===== config.mk =====
export PLATFORM = sky130hd
export DESIGN_NAME = sfc_spi_frame
export DESIGN_NICKNAME = d
export VERILOG_FILES = /design/src/pkg/sfc_pkg.sv /design/src/rtl/sfc_reg_store.sv /design/src/rtl/sfc_spi_frame.sv
export SDC_FILE = /design/constraint.sdc
export NUM_CORES = 2
export LEC_CHECK = 0
export ABC_AREA = 1
export BUFFER_PORTS_ARGS = -buffer_cell sky130_fd_sc_hd__buf_2
export CAP_MARGIN = 15
export CORE_MARGIN = 2
export CORE_UTILIZATION = 64
export DETAILED_ROUTE_END_ITERATION = 6
export HOLD_SLACK_MARGIN = 0.15
export PLACE_DENSITY = 0.8
export SLEW_MARGIN = 10
export SYNTH_ARGS = -nofsm -noshare
export SYNTH_HDL_FRONTEND = slang
export SYNTH_SLANG_ARGS = --single-unit

===== constraint.sdc =====
create_clock -name clock_i -period 7.65 [get_ports clock_i]
set_input_delay 0.765 -clock clock_i [delete_from_list [all_inputs] [get_ports clock_i]]
set_output_delay 0.765 -clock clock_i [all_outputs]
set_load 0.01 [all_outputs]

===== src/pkg/sfc_pkg.sv =====
`default_nettype none
package sfc_pkg;

    // Frame layout and counts
    localparam int FRAME_W = 32;
    localparam int PAY_W = 16;
    localparam int BANK_W = 3;
    localparam int RW_BIT = 7;
    localparam int CRC_DATA_W = 24;
    localparam logic [5:0] FRAME_CNT = 6'h20;
    localparam logic [5:0] CRC_CNT = 6'h18;
    localparam logic [5:0] LAST_DATA_CNT = 6'h17;
    localparam logic [5:0] OVF_CNT = 6'h21;

    // Integrity field
    localparam logic [7:0] CRC_POLY = 8'h2F;
    localparam logic [7:0] CRC_INIT = 8'hFF;
    localparam logic [7:0] CRC_XOR = 8'hFF;
    localparam logic [7:0] PAT_IN = 8'hA5;
    localparam logic [7:0] PAT_OUT = 8'h5A;

    // Address map
    localparam logic [6:0] DEV_CTRL_LO = 7'h01;
    localparam logic [6:0] DEV_CTRL_HI = 7'h0B;
    localparam logic [6:0] BD_CTRL_LO = 7'h10;
    localparam logic [6:0] BD_CTRL_HI = 7'h1D;
    localparam logic [6:0] DEV_STAT_LO = 7'h40;
    localparam logic [6:0] DEV_STAT_HI = 7'h46;
    localparam logic [6:0] BD_STAT_LO = 7'h50;
    localparam logic [6:0] BD_STAT_HI = 7'h5B;
    localparam logic [6:0] FAM_ID_ADDR = 7'h70;
    localparam logic [6:0] MODE_CTRL_ADDR = 7'h01;
    localparam logic [6:0] LIN_CTRL_ADDR = 7'h04;
    localparam logic [6:0] DEVICE_STAT_ADDR = 7'h43;
    localparam logic [6:0] WAKE_LVL_ADDR = 7'h46;

    // Field positions
    localparam int MODE_LSB = 14;
    localparam int LIN_LSB = 0;
    localparam int CRC_FAIL_BIT = 0;
    localparam int SPI_FAIL_BIT = 1;
    localparam int CRC_STAT_BIT = 2;
    localparam logic [1:0] LIN_OFF = 2'h0;
    localparam logic [1:0] LIN_WAKE = 2'h1;

    typedef enum logic [1:0] {
        SFC_NORMAL = 2'b00,
        SFC_SLEEP = 2'b01,
        SFC_STOP = 2'b10,
        SFC_RESET = 2'b11
    } sfc_mode_t;

    typedef struct packed {
        logic valid;
        logic wr;
        logic clr;
        logic [6:0] addr;
        logic [15:0] data;
    } sfc_cmd_t;

    typedef struct packed {
        logic valid;
        logic [6:0] addr;
        logic [15:0] bits;
    } sfc_evt_t;

    typedef struct packed {
        logic valid;
        sfc_mode_t mode;
    } sfc_mode_evt_t;

    function automatic logic is_ctrl(input logic [6:0] a);
        return (a >= DEV_CTRL_LO && a <= DEV_CTRL_HI) || (a >= BD_CTRL_LO && a <= BD_CTRL_HI);
    endfunction : is_ctrl

    function automatic logic is_stat(input logic [6:0] a);
        return (a >= DEV_STAT_LO && a <= DEV_STAT_HI) || (a >= BD_STAT_LO && a <= BD_STAT_HI)
            || (a == FAM_ID_ADDR);
    endfunction : is_stat

    // Hit flag and bank array index of a banked register
    function automatic logic [3:0] bank_of(input logic [6:0] a);
        unique case (a)
            7'h05: return 4'h8;
            7'h0A: return 4'h9;
            7'h14: return 4'hA;
            7'h16: return 4'hB;
            7'h18: return 4'hC;
            7'h1A: return 4'hD;
            7'h1B: return 4'hE;
            7'h1C: return 4'hF;
            default: return 4'h0;
        endcase
    endfunction : bank_of

    // First transmitted bit enters first
    function automatic logic [7:0] crc8_24(input logic [23:0] d);
        logic [7:0] c;
        logic fb;
        c = CRC_INIT;
        for (int i = 0; i < CRC_DATA_W; i++) begin
            fb = c[7] ^ d[i];
            c = {c[6:0], 1'h0};
            if (fb)
            begin
                c = c ^ CRC_POLY;
            end
        end
        return c ^ CRC_XOR;
    endfunction : crc8_24

    function automatic logic [7:0] rev8(input logic [7:0] v);
        return {v[0], v[1], v[2], v[3], v[4], v[5], v[6], v[7]};
    endfunction : rev8

endpackage : sfc_pkg
`default_nettype wire


===== src/rtl/sfc_reg_store.sv =====
`timescale 1ns/10ps
`default_nettype none
module sfc_reg_store #(
    parameter logic [15:0] FAMILY_ID = 16'h0001 // Arbitrary value
) (
    input wire logic clock_i,
    input wire logic rstn_i,
    input wire logic ce_i,
    input wire logic [6:0] rd_addr_i,
    input wire logic [2:0] rd_bank_i,
    output logic [15:0] rd_data_o,
    output logic [7:0] sif_o,
    input wire sfc_pkg::sfc_cmd_t cmd_i,
    input wire logic spi_set_i,
    input wire logic crc_set_i,
    input wire logic crc_en_i,
    input wire logic [15:0] wake_lvl_i,
    input wire sfc_pkg::sfc_evt_t stat_evt_i,
    input wire sfc_pkg::sfc_mode_evt_t mode_evt_i,
    output logic spi_fail_o,
    output logic crc_fail_o
);
    typedef struct packed {
        logic [31:0][15:0] ctrl;
        logic [7:0][7:0][12:0] bank;
        logic [31:0][15:0] stat;
    } sfc_rf_st_t;

    sfc_rf_st_t q;
    sfc_rf_st_t n;
    logic [3:0] rd_bk;
    logic [3:0] wr_bk;
    logic [4:0] dev_idx;
    logic [1:0] lin;

    assign rd_bk = sfc_pkg::bank_of(rd_addr_i);
    assign wr_bk = sfc_pkg::bank_of(cmd_i.addr);
    assign dev_idx = sfc_pkg::DEVICE_STAT_ADDR[4:0];
    assign spi_fail_o = q.stat[dev_idx][sfc_pkg::SPI_FAIL_BIT];
    assign crc_fail_o = q.stat[dev_idx][sfc_pkg::CRC_FAIL_BIT];
    assign lin = q.ctrl[sfc_pkg::LIN_CTRL_ADDR[4:0]][sfc_pkg::LIN_LSB +: 2];

    always_comb
    begin
        rd_data_o = 16'h0000;
        if (sfc_pkg::is_ctrl(rd_addr_i))
        begin
            rd_data_o = rd_bk[3] ? {q.bank[rd_bk[2:0]][rd_bank_i], rd_bank_i}
                                 : q.ctrl[rd_addr_i[4:0]];
        end
        else if (rd_addr_i == sfc_pkg::WAKE_LVL_ADDR)
        begin
            rd_data_o = wake_lvl_i;
        end
        else if (rd_addr_i == sfc_pkg::FAM_ID_ADDR)
        begin
            rd_data_o = FAMILY_ID;
        end
        else if (sfc_pkg::is_stat(rd_addr_i))
        begin
            rd_data_o = q.stat[rd_addr_i[4:0]];
            if (rd_addr_i == sfc_pkg::DEVICE_STAT_ADDR)
            begin
                rd_data_o[sfc_pkg::CRC_STAT_BIT] = crc_en_i;
            end
        end
        for (int i = 0; i < 6; i++) begin
            sif_o[i] = |q.stat[i];
        end
        sif_o[6] = |q.stat[27:16];
        sif_o[7] = spi_fail_o | crc_fail_o;
    end

    always_comb
    begin
        n = q;
        if (cmd_i.valid && cmd_i.wr && sfc_pkg::is_ctrl(cmd_i.addr))
        begin
            if (wr_bk[3])
            begin
                n.bank[wr_bk[2:0]][cmd_i.data[2:0]] = cmd_i.data[15:3];
            end
            else
            begin
                n.ctrl[cmd_i.addr[4:0]] = cmd_i.data;
            end
        end
        if (cmd_i.valid && cmd_i.clr && sfc_pkg::is_stat(cmd_i.addr)
            && cmd_i.addr != sfc_pkg::WAKE_LVL_ADDR && cmd_i.addr != sfc_pkg::FAM_ID_ADDR)
        begin
            n.stat[cmd_i.addr[4:0]] = 16'h0000;
        end
        if (mode_evt_i.valid)
        begin
            n.ctrl[sfc_pkg::MODE_CTRL_ADDR[4:0]][sfc_pkg::MODE_LSB +: 2] = mode_evt_i.mode;
            // Stop entry and diagnosis bits left alone
            if (mode_evt_i.mode == sfc_pkg::SFC_SLEEP && lin != sfc_pkg::LIN_OFF
                && lin != sfc_pkg::LIN_WAKE)
            begin
                n.ctrl[sfc_pkg::LIN_CTRL_ADDR[4:0]][sfc_pkg::LIN_LSB +: 2] = sfc_pkg::LIN_WAKE;
            end
        end
        // Hardware sets win over a clear in the same cycle
        if (stat_evt_i.valid && sfc_pkg::is_stat(stat_evt_i.addr)
            && stat_evt_i.addr != sfc_pkg::WAKE_LVL_ADDR && stat_evt_i.addr != sfc_pkg::FAM_ID_ADDR)
        begin
            n.stat[stat_evt_i.addr[4:0]] = n.stat[stat_evt_i.addr[4:0]] | stat_evt_i.bits;
        end
        n.stat[dev_idx][sfc_pkg::CRC_STAT_BIT] = 1'h0;
        if (spi_set_i)
        begin
            n.stat[dev_idx][sfc_pkg::SPI_FAIL_BIT] = 1'h1;
        end
        if (crc_set_i)
        begin
            n.stat[dev_idx][sfc_pkg::CRC_FAIL_BIT] = 1'h1;
        end
    end

    always_ff @(posedge clock_i or negedge rstn_i)
    begin
        if (!rstn_i)
        begin
            q <= '0;
        end
        else if (ce_i)
        begin
            q <= n;
        end
    end

endmodule : sfc_reg_store
`default_nettype wire


===== src/rtl/sfc_spi_frame.sv =====
// Summary of operation
// Bits 24 to 31 of every frame carry an 8-bit integrity field, both ways.
// CRC8: polynomial 2F, init FF, no reflection, final XOR FF.
// CRC covers frame bits 0 to 23 only, banked registers too.
// Response payload bits 8 to 23 hold the register before this frame's write.
// Read-only access of the device status register skips the integrity check.
// Host formats the status clear frame for the current CRC setting.
// With CRC on, a mismatching field sets the CRC error flag.
// With CRC off, a field other than A5 sets the CRC error flag.
// Host sends A5 in bits 24 to 31 while CRC is off.
// With CRC off, output field is 5A; CRC status bit tracks the setting.
// Addresses 01 to 0B are device control registers.
// Addresses 10 to 1D are bridge control registers.
// Control registers: bit 7 low reads, bit 7 high also writes.
// A written value shows only in a later frame.
// Addresses 40 to 46 are device status, 70 is the family identifier.
// Addresses 50 to 5B are bridge status registers.
// Status registers: bit 7 low reads, bit 7 high returns then clears.
// Wake level and family identifier registers are never cleared.
// Mode changes update the mode field to the mode entered.
// Low-power entry keeps diagnosis bits; stop entry keeps LIN bits.
// Sleep entry forces LIN bits to wake-capable unless off or wake.
// Banked registers: payload bits 8 to 10 choose bank, rest written there.
// Banked read inserts one zero right after the status information field.
// Bits 6..0 address, bit 7 access type, bits 23..8 payload.
// Changes take effect only at chip select rising.
// Status field bit 7 is protocol error OR CRC error.
// CRC fed in transmission order; a CRC error discards the action.
// Output CRC computed over final response bits 0 to 23 before bit 24.
`timescale 1ns/10ps
`default_nettype none
module sfc_spi_frame (
    input wire logic clock_i,
    input wire logic rstn_i,
    input wire logic ce_i,
    input wire logic sclk_i,
    input wire logic csn_i,
    input wire logic sdi_i,
    input wire logic crc_en_i,
    input wire logic [15:0] wake_lvl_i,
    input wire sfc_pkg::sfc_evt_t stat_evt_i,
    input wire sfc_pkg::sfc_mode_evt_t mode_evt_i,
    output logic sdo_o,
    output logic sdo_oe_o,
    output sfc_pkg::sfc_cmd_t cfg_cmd_o,
    output logic spi_fail_o,
    output logic crc_fail_o
);
    typedef struct packed {
        logic sclk_s1;
        logic sclk_s2;
        logic sclk_d;
        logic csn_s1;
        logic csn_s2;
        logic csn_d;
        logic sdi_s1;
        logic sdi_s2;
        logic crcen_s1;
        logic crcen_s2;
        logic [15:0] wk_s1;
        logic [15:0] wk_s2;
        logic [5:0] cnt;
        logic [31:0] rx;
        logic [7:0] fld;
        logic sdo;
        logic sdo_en;
        logic clk_err;
        logic spi_set;
        logic crc_set;
        sfc_pkg::sfc_cmd_t cmd;
        logic spi_fail;
        logic crc_fail;
    } sfc_main_st_t;

    localparam sfc_main_st_t ST_RST = '{csn_s1: 1'h1, csn_s2: 1'h1, csn_d: 1'h1, default: '0};

    sfc_main_st_t q;
    sfc_main_st_t n;
    logic rise;
    logic fall;
    logic cs_fall;
    logic cs_rise;
    logic banked;
    logic [3:0] bank_hit;
    logic ro_dev;
    logic field_ok;
    logic [6:0] addr;
    logic [15:0] rd_data;
    logic [7:0] sif;
    logic [23:0] resp;
    logic rf_spi_fail;
    logic rf_crc_fail;

    assign rise = q.sclk_s2 & ~q.sclk_d;
    assign fall = ~q.sclk_s2 & q.sclk_d;
    assign cs_fall = ~q.csn_s2 & q.csn_d;
    assign cs_rise = q.csn_s2 & ~q.csn_d;
    assign addr = q.rx[6:0];
    assign bank_hit = sfc_pkg::bank_of(addr);
    assign banked = bank_hit[3];
    assign ro_dev = (addr == sfc_pkg::DEVICE_STAT_ADDR) && !q.rx[sfc_pkg::RW_BIT];

    // Stored value only, so this frame's write is not visible yet
    assign resp[7:0] = sif;
    assign resp[23:8] = banked ? {rd_data[14:0], 1'h0} : rd_data;

    // Field compare: first transmitted field bit is the CRC msb
    assign field_ok = q.crcen_s2
        ? (sfc_pkg::rev8(q.rx[31:24]) == sfc_pkg::crc8_24(q.rx[23:0]))
        : (q.rx[31:24] == sfc_pkg::PAT_IN);

    sfc_reg_store u_store (
        .clock_i(clock_i),
        .rstn_i(rstn_i),
        .ce_i(ce_i),
        .rd_addr_i(addr),
        .rd_bank_i(q.rx[10:8]),
        .rd_data_o(rd_data),
        .sif_o(sif),
        .cmd_i(q.cmd),
        .spi_set_i(q.spi_set),
        .crc_set_i(q.crc_set),
        .crc_en_i(q.crcen_s2),
        .wake_lvl_i(q.wk_s2),
        .stat_evt_i(stat_evt_i),
        .mode_evt_i(mode_evt_i),
        .spi_fail_o(rf_spi_fail),
        .crc_fail_o(rf_crc_fail)
    );

    always_comb
    begin
        n = q;
        n.sclk_s1 = sclk_i;
        n.sclk_s2 = q.sclk_s1;
        n.sclk_d = q.sclk_s2;
        n.csn_s1 = csn_i;
        n.csn_s2 = q.csn_s1;
        n.csn_d = q.csn_s2;
        n.sdi_s1 = sdi_i;
        n.sdi_s2 = q.sdi_s1;
        n.crcen_s1 = crc_en_i;
        n.crcen_s2 = q.crcen_s1;
        n.wk_s1 = wake_lvl_i;
        n.wk_s2 = q.wk_s1;
        n.spi_set = 1'h0;
        n.crc_set = 1'h0;
        n.cmd = '0;
        n.spi_fail = rf_spi_fail;
        n.crc_fail = rf_crc_fail;
        if (cs_fall)
        begin
            n.cnt = 6'h00;
            n.rx = 32'h0000_0000;
            n.sdo = resp[0];
            n.sdo_en = 1'h1;
            n.clk_err = q.sclk_s2;
        end
        else if (!q.csn_s2)
        begin
            if (rise)
            begin
                if (q.cnt < sfc_pkg::FRAME_CNT)
                begin
                    n.rx[q.cnt[4:0]] = q.sdi_s2;
                    n.cnt = q.cnt + 6'h01;
                end
                else
                begin
                    n.cnt = sfc_pkg::OVF_CNT;
                end
                if (q.cnt == sfc_pkg::LAST_DATA_CNT)
                begin
                    n.fld = q.crcen_s2 ? sfc_pkg::rev8(sfc_pkg::crc8_24(resp))
                                       : sfc_pkg::PAT_OUT;
                end
            end
            if (fall && q.cnt < sfc_pkg::FRAME_CNT)
            begin
                n.sdo = (q.cnt < sfc_pkg::CRC_CNT) ? resp[q.cnt[4:0]] : q.fld[q.cnt[2:0]];
            end
        end
        if (cs_rise)
        begin
            n.sdo = 1'h0;
            n.sdo_en = 1'h0;
            if (q.cnt != sfc_pkg::FRAME_CNT || q.clk_err || q.sclk_s2)
            begin
                n.spi_set = 1'h1;
            end
            else if (!field_ok && !ro_dev)
            begin
                n.crc_set = 1'h1;
            end
            else if (q.rx[sfc_pkg::RW_BIT])
            begin
                n.cmd.valid = 1'h1;
                n.cmd.wr = sfc_pkg::is_ctrl(addr);
                n.cmd.clr = sfc_pkg::is_stat(addr);
                n.cmd.addr = addr;
                n.cmd.data = q.rx[23:8];
            end
        end
    end

    always_ff @(posedge clock_i or negedge rstn_i)
    begin
        if (!rstn_i)
        begin
            q <= ST_RST;
        end
        else if (ce_i)
        begin
            q <= n;
        end
    end

    assign sdo_o = q.sdo;
    assign sdo_oe_o = q.sdo_en;
    assign cfg_cmd_o = q.cmd;
    assign spi_fail_o = q.spi_fail;
    assign crc_fail_o = q.crc_fail;
endmodule : sfc_spi_frame
`default_nettype wire


==> impl_metrics.py <==
metrics = {
    "status": {
        "status": "complete, but fails checks",
        "violations": "design-rule violations",
    },
    "worst_hold_path": {
        "whs_path_depth": 3,
        "hold_path.class": "input port to flop",
    },
    "finish": {
        "final_cell_mix": "nand2_1 (3,420), dfrtp_1 (1,905), o21ai_0 (1,778)",
        "finalInstanceArea_mm2": 0.102,
        "fin_nets": 11500,
        "final_common_cell": "nand2_1",
        "areaGrowthSynthToFinish_pct": 6.94,
        "drive_above_1_share": 0.0654,
    },
    "global_routing": {
        "overflow": 0,
        "grt_pass1_wl_um": 511000,
        "grt_pass1_vias": 85900,
        "antenna_found_initial": 10,
        "grt_max_degree": 253,
        "track_usage": 0.436,
    },
    "setup_path": {
        "critPathMaxStageDelay_ps": 850,
        "worst_r2r_path_depth": 28,
        "path_max_fanout": 129,
        "r2r_slack_ps": 1230,
        "crit_type": "flop to flop",
        "endpoint_kind": "flop",
        "worst-endpoint-required_ps": 8360,
        "arrival_ps": 7120,
        "cp-start-kind": "flop",
        "cpMostUsedCell": "nand2_1",
        "slowest_stage": "o22ai_1",
    },
    "floorplan": {
        "ios": 80,
        "die_w_um": 390,
        "dieArea_mm2": 0.152,
        "row_count": 141,
        "start_util": 0.645,
        "chipHeight_um": 390,
        "core-area_mm2": 0.148,
    },
    "yosys": {
        "synth-edff-count": 0,
        "netlist_area_mm2": 0.0953,
        "synth_xor_area_frac": 0.00701,
        "synth_top_family_by_area": "simple AND/OR/NAND/NOR gates",
        "synth_cell_types": 66,
        "synth_area_per_cell_um2": 7.76,
        "synthAdderAreaFrac": 0.00223,
        "async_reset_ff_frac": 1.00,
        "synth_compound_area_frac": 0.173,
        "synth-seq-cells": 1912,
        "netlist_instances": 12300,
        "syn_nets": 12400,
        "yosysWarningCount": 0,
        "synthMuxAreaShare": 0,
        "ys.flop_type": "dfrtp_1",
        "seq_area_frac_synth": 0.502,
        "synth-simple-area-share": 0.232,
    },
    "timing": {
        "tightest_slew_ps": 1330,
        "rsz0062_at_grt": "false",
        "whs_ps": 361,
        "setup_viol": 0,
        "fin_skew_ps": 80.3,
        "fin_crit_sh": 0.839,
        "max-slew-margin-rel": 0.112,
        "final-hold-violation-count": 0,
        "slew_viol_final": 0,
        "tns_ps": 0,
        "fin_crit_ps": 6420,
        "worst_slack_ps": 1230,
        "max_freq_mhz": 156,
    },
    "cts": {
        "cts_buffers": 192,
        "clkTransAtPathRegs_ps": 60,
        "cts-htree-levels": 4,
        "cts_max_path_buffers": 3,
        "cts_root_buffer": "clkbuf_16",
        "clkLatencyLatePin_ps": 880,
        "clock_sinks": 1912,
        "cts_tree": "built",
        "cts_setup_buffers": 0,
    },
    "drt": {
        "dr.pass1.iters": 7,
        "routedWlPerCell_um": 24.8,
        "dr.first_iter.drc_count": 13800,
        "viasPerCell": 6.63,
        "remaining_drc_errors": 115,
        "vias": 89600,
        "ant_nets": 0,
        "drt-total-wl_um": 335000,
    },
    "place": {
        "dpl_worst_slack_ps": 1590,
        "io_buffers": 79,
        "place_congestion": 1.03,
        "place_area_mm2": 0.0946,
        "hpwl_um": 204000,
    },
    "power_and_ir_drop": {
        "power_density_mw_per_mm2": 280,
        "p_leak_nw": 45.7,
        "ir_drop_uv": 426,
    },
    "job": {
        "maxCapViolCount": 0,
    },
}
==> worst paths after layout <==
kind / from / to
hold reg to reg: u_store.q[1570]$_DFFE_PN0P_ / u_store.q[1570]$_DFFE_PN0P_
hold / removal: ce_i / n[94]$_DFFE_PN0P_
max in group asynchronous: rstn_i / sdo_oe_o$_DFFE_PN0P_
setup / recovery: addr[0]$_DFFE_PN0P_ / q[38]$_DFFE_PN0P_
min in group asynchronous: rstn_i / u_store.q[1525]$_DFFE_PN0P_
setup reg to reg: addr[0]$_DFFE_PN0P_ / q[38]$_DFFE_PN0P_
==> cells in the mapped netlist, drive strengths merged (17+ instances only) <==
cell type	count	share of area
nand2	3446	0.14
dfrtp	1909	0.50
o21ai	1806	0.096
nand3	1242	0.065
clkbuf	1074	0.042
inv	626	0.025
nor2	530	0.021
a21oi	453	0.024
buf	306	0.016
o221ai	161	0.015
o211ai	141	0.011
o22ai	136	0.0089
nand4	71	0.0047
a22oi	49	0.0039
nor3	48	0.0027
xor2	42	0.0046
a221oi	38	0.0035
o2111ai	24	0.0022
clkinv	20	0.00081
a211oi	19	0.0015
xnor2	18	0.0022
ha	17	0.0022
==> stage by stage <==
step / cells / power, mW / utilization
3_5_place_dp: 13100 / 18.2 / 0.640
5_1_grt: 13500 / 29.9 / 0.689
3_3_place_gp: 13100 / 18.2 / 0.640
6_report: 13500 / 28.6 / 0.689
2_1_floorplan: 12300 / 16.2 / -
4_1_cts: 13500 / 28.4 / 0.689
==> cells by family (layout without fill, tap and decap cells) <==
logic type | count (synthesis) | count (layout)
buffers and inverters | 2026 | 1320
other | 0 | 2
AOI/OAI and AO/OA | 2910 | 2910
adders and majority gates | 17 | 17
and+or+nand+nor | 5362 | 5362
xor gates and xnor gates | 61 | 61
DFF | 1912 | 1912
==> critical path, delay by kind of cell, from the launching register on <==
family	cells	cell delay, ps
AOI/OAI and AO/OA	5	1560
buffers and inverters	3	950
and+or+nand+nor	20	2760
DFF	1	690
==> sequential cells by signal, indices dropped and copies added (netlist names) <==
name	cells
u_store.q	1789
sdo_o	1
addr	7
u_store.lin	2
crc_fail_o	1
n	22
q	62
cfg_cmd_o	26
spi_fail_o	1
sdo_oe_o	1
==> report_power, final <==
| part | switching (mW) | leakage (nW) | internal [mW] | total [mW] |
|---|---|---|---|---|
| registers | 0.250 | 26.3 | 10.4 | 10.7 |
| logic | 5.23 | 15.9 | 2.27 | 7.51 |
| clock network | 4.39 | 3.42 | 6.02 | 10.4 |
==> cell type report <==
class,count,area [um^2]
inverter,646,2460
multi-input combinational,8350,39500
clock buffer,265,5520
fill,11800,45900
timing repair buffer,316,2620
tap,1930,2410
antenna,2,5.00
sequential,1912,47900
clock inverter,93,1500
==> metal layers <==
metal	share of wire	wire length, um	global-route usage
met3	0.14	47900	0.152
met1	0.37	123000	0.578
met2	0.42	141000	0.624
met5	0.00036	122	0
met4	0.066	22300	0.250
==> repair_timing <==
item                                   CTS  global route
gates resized for setup                  0             0
endpoints found under the hold margin  134             0
hold buffers                            21             0
(Power assumes the default switching activity.)
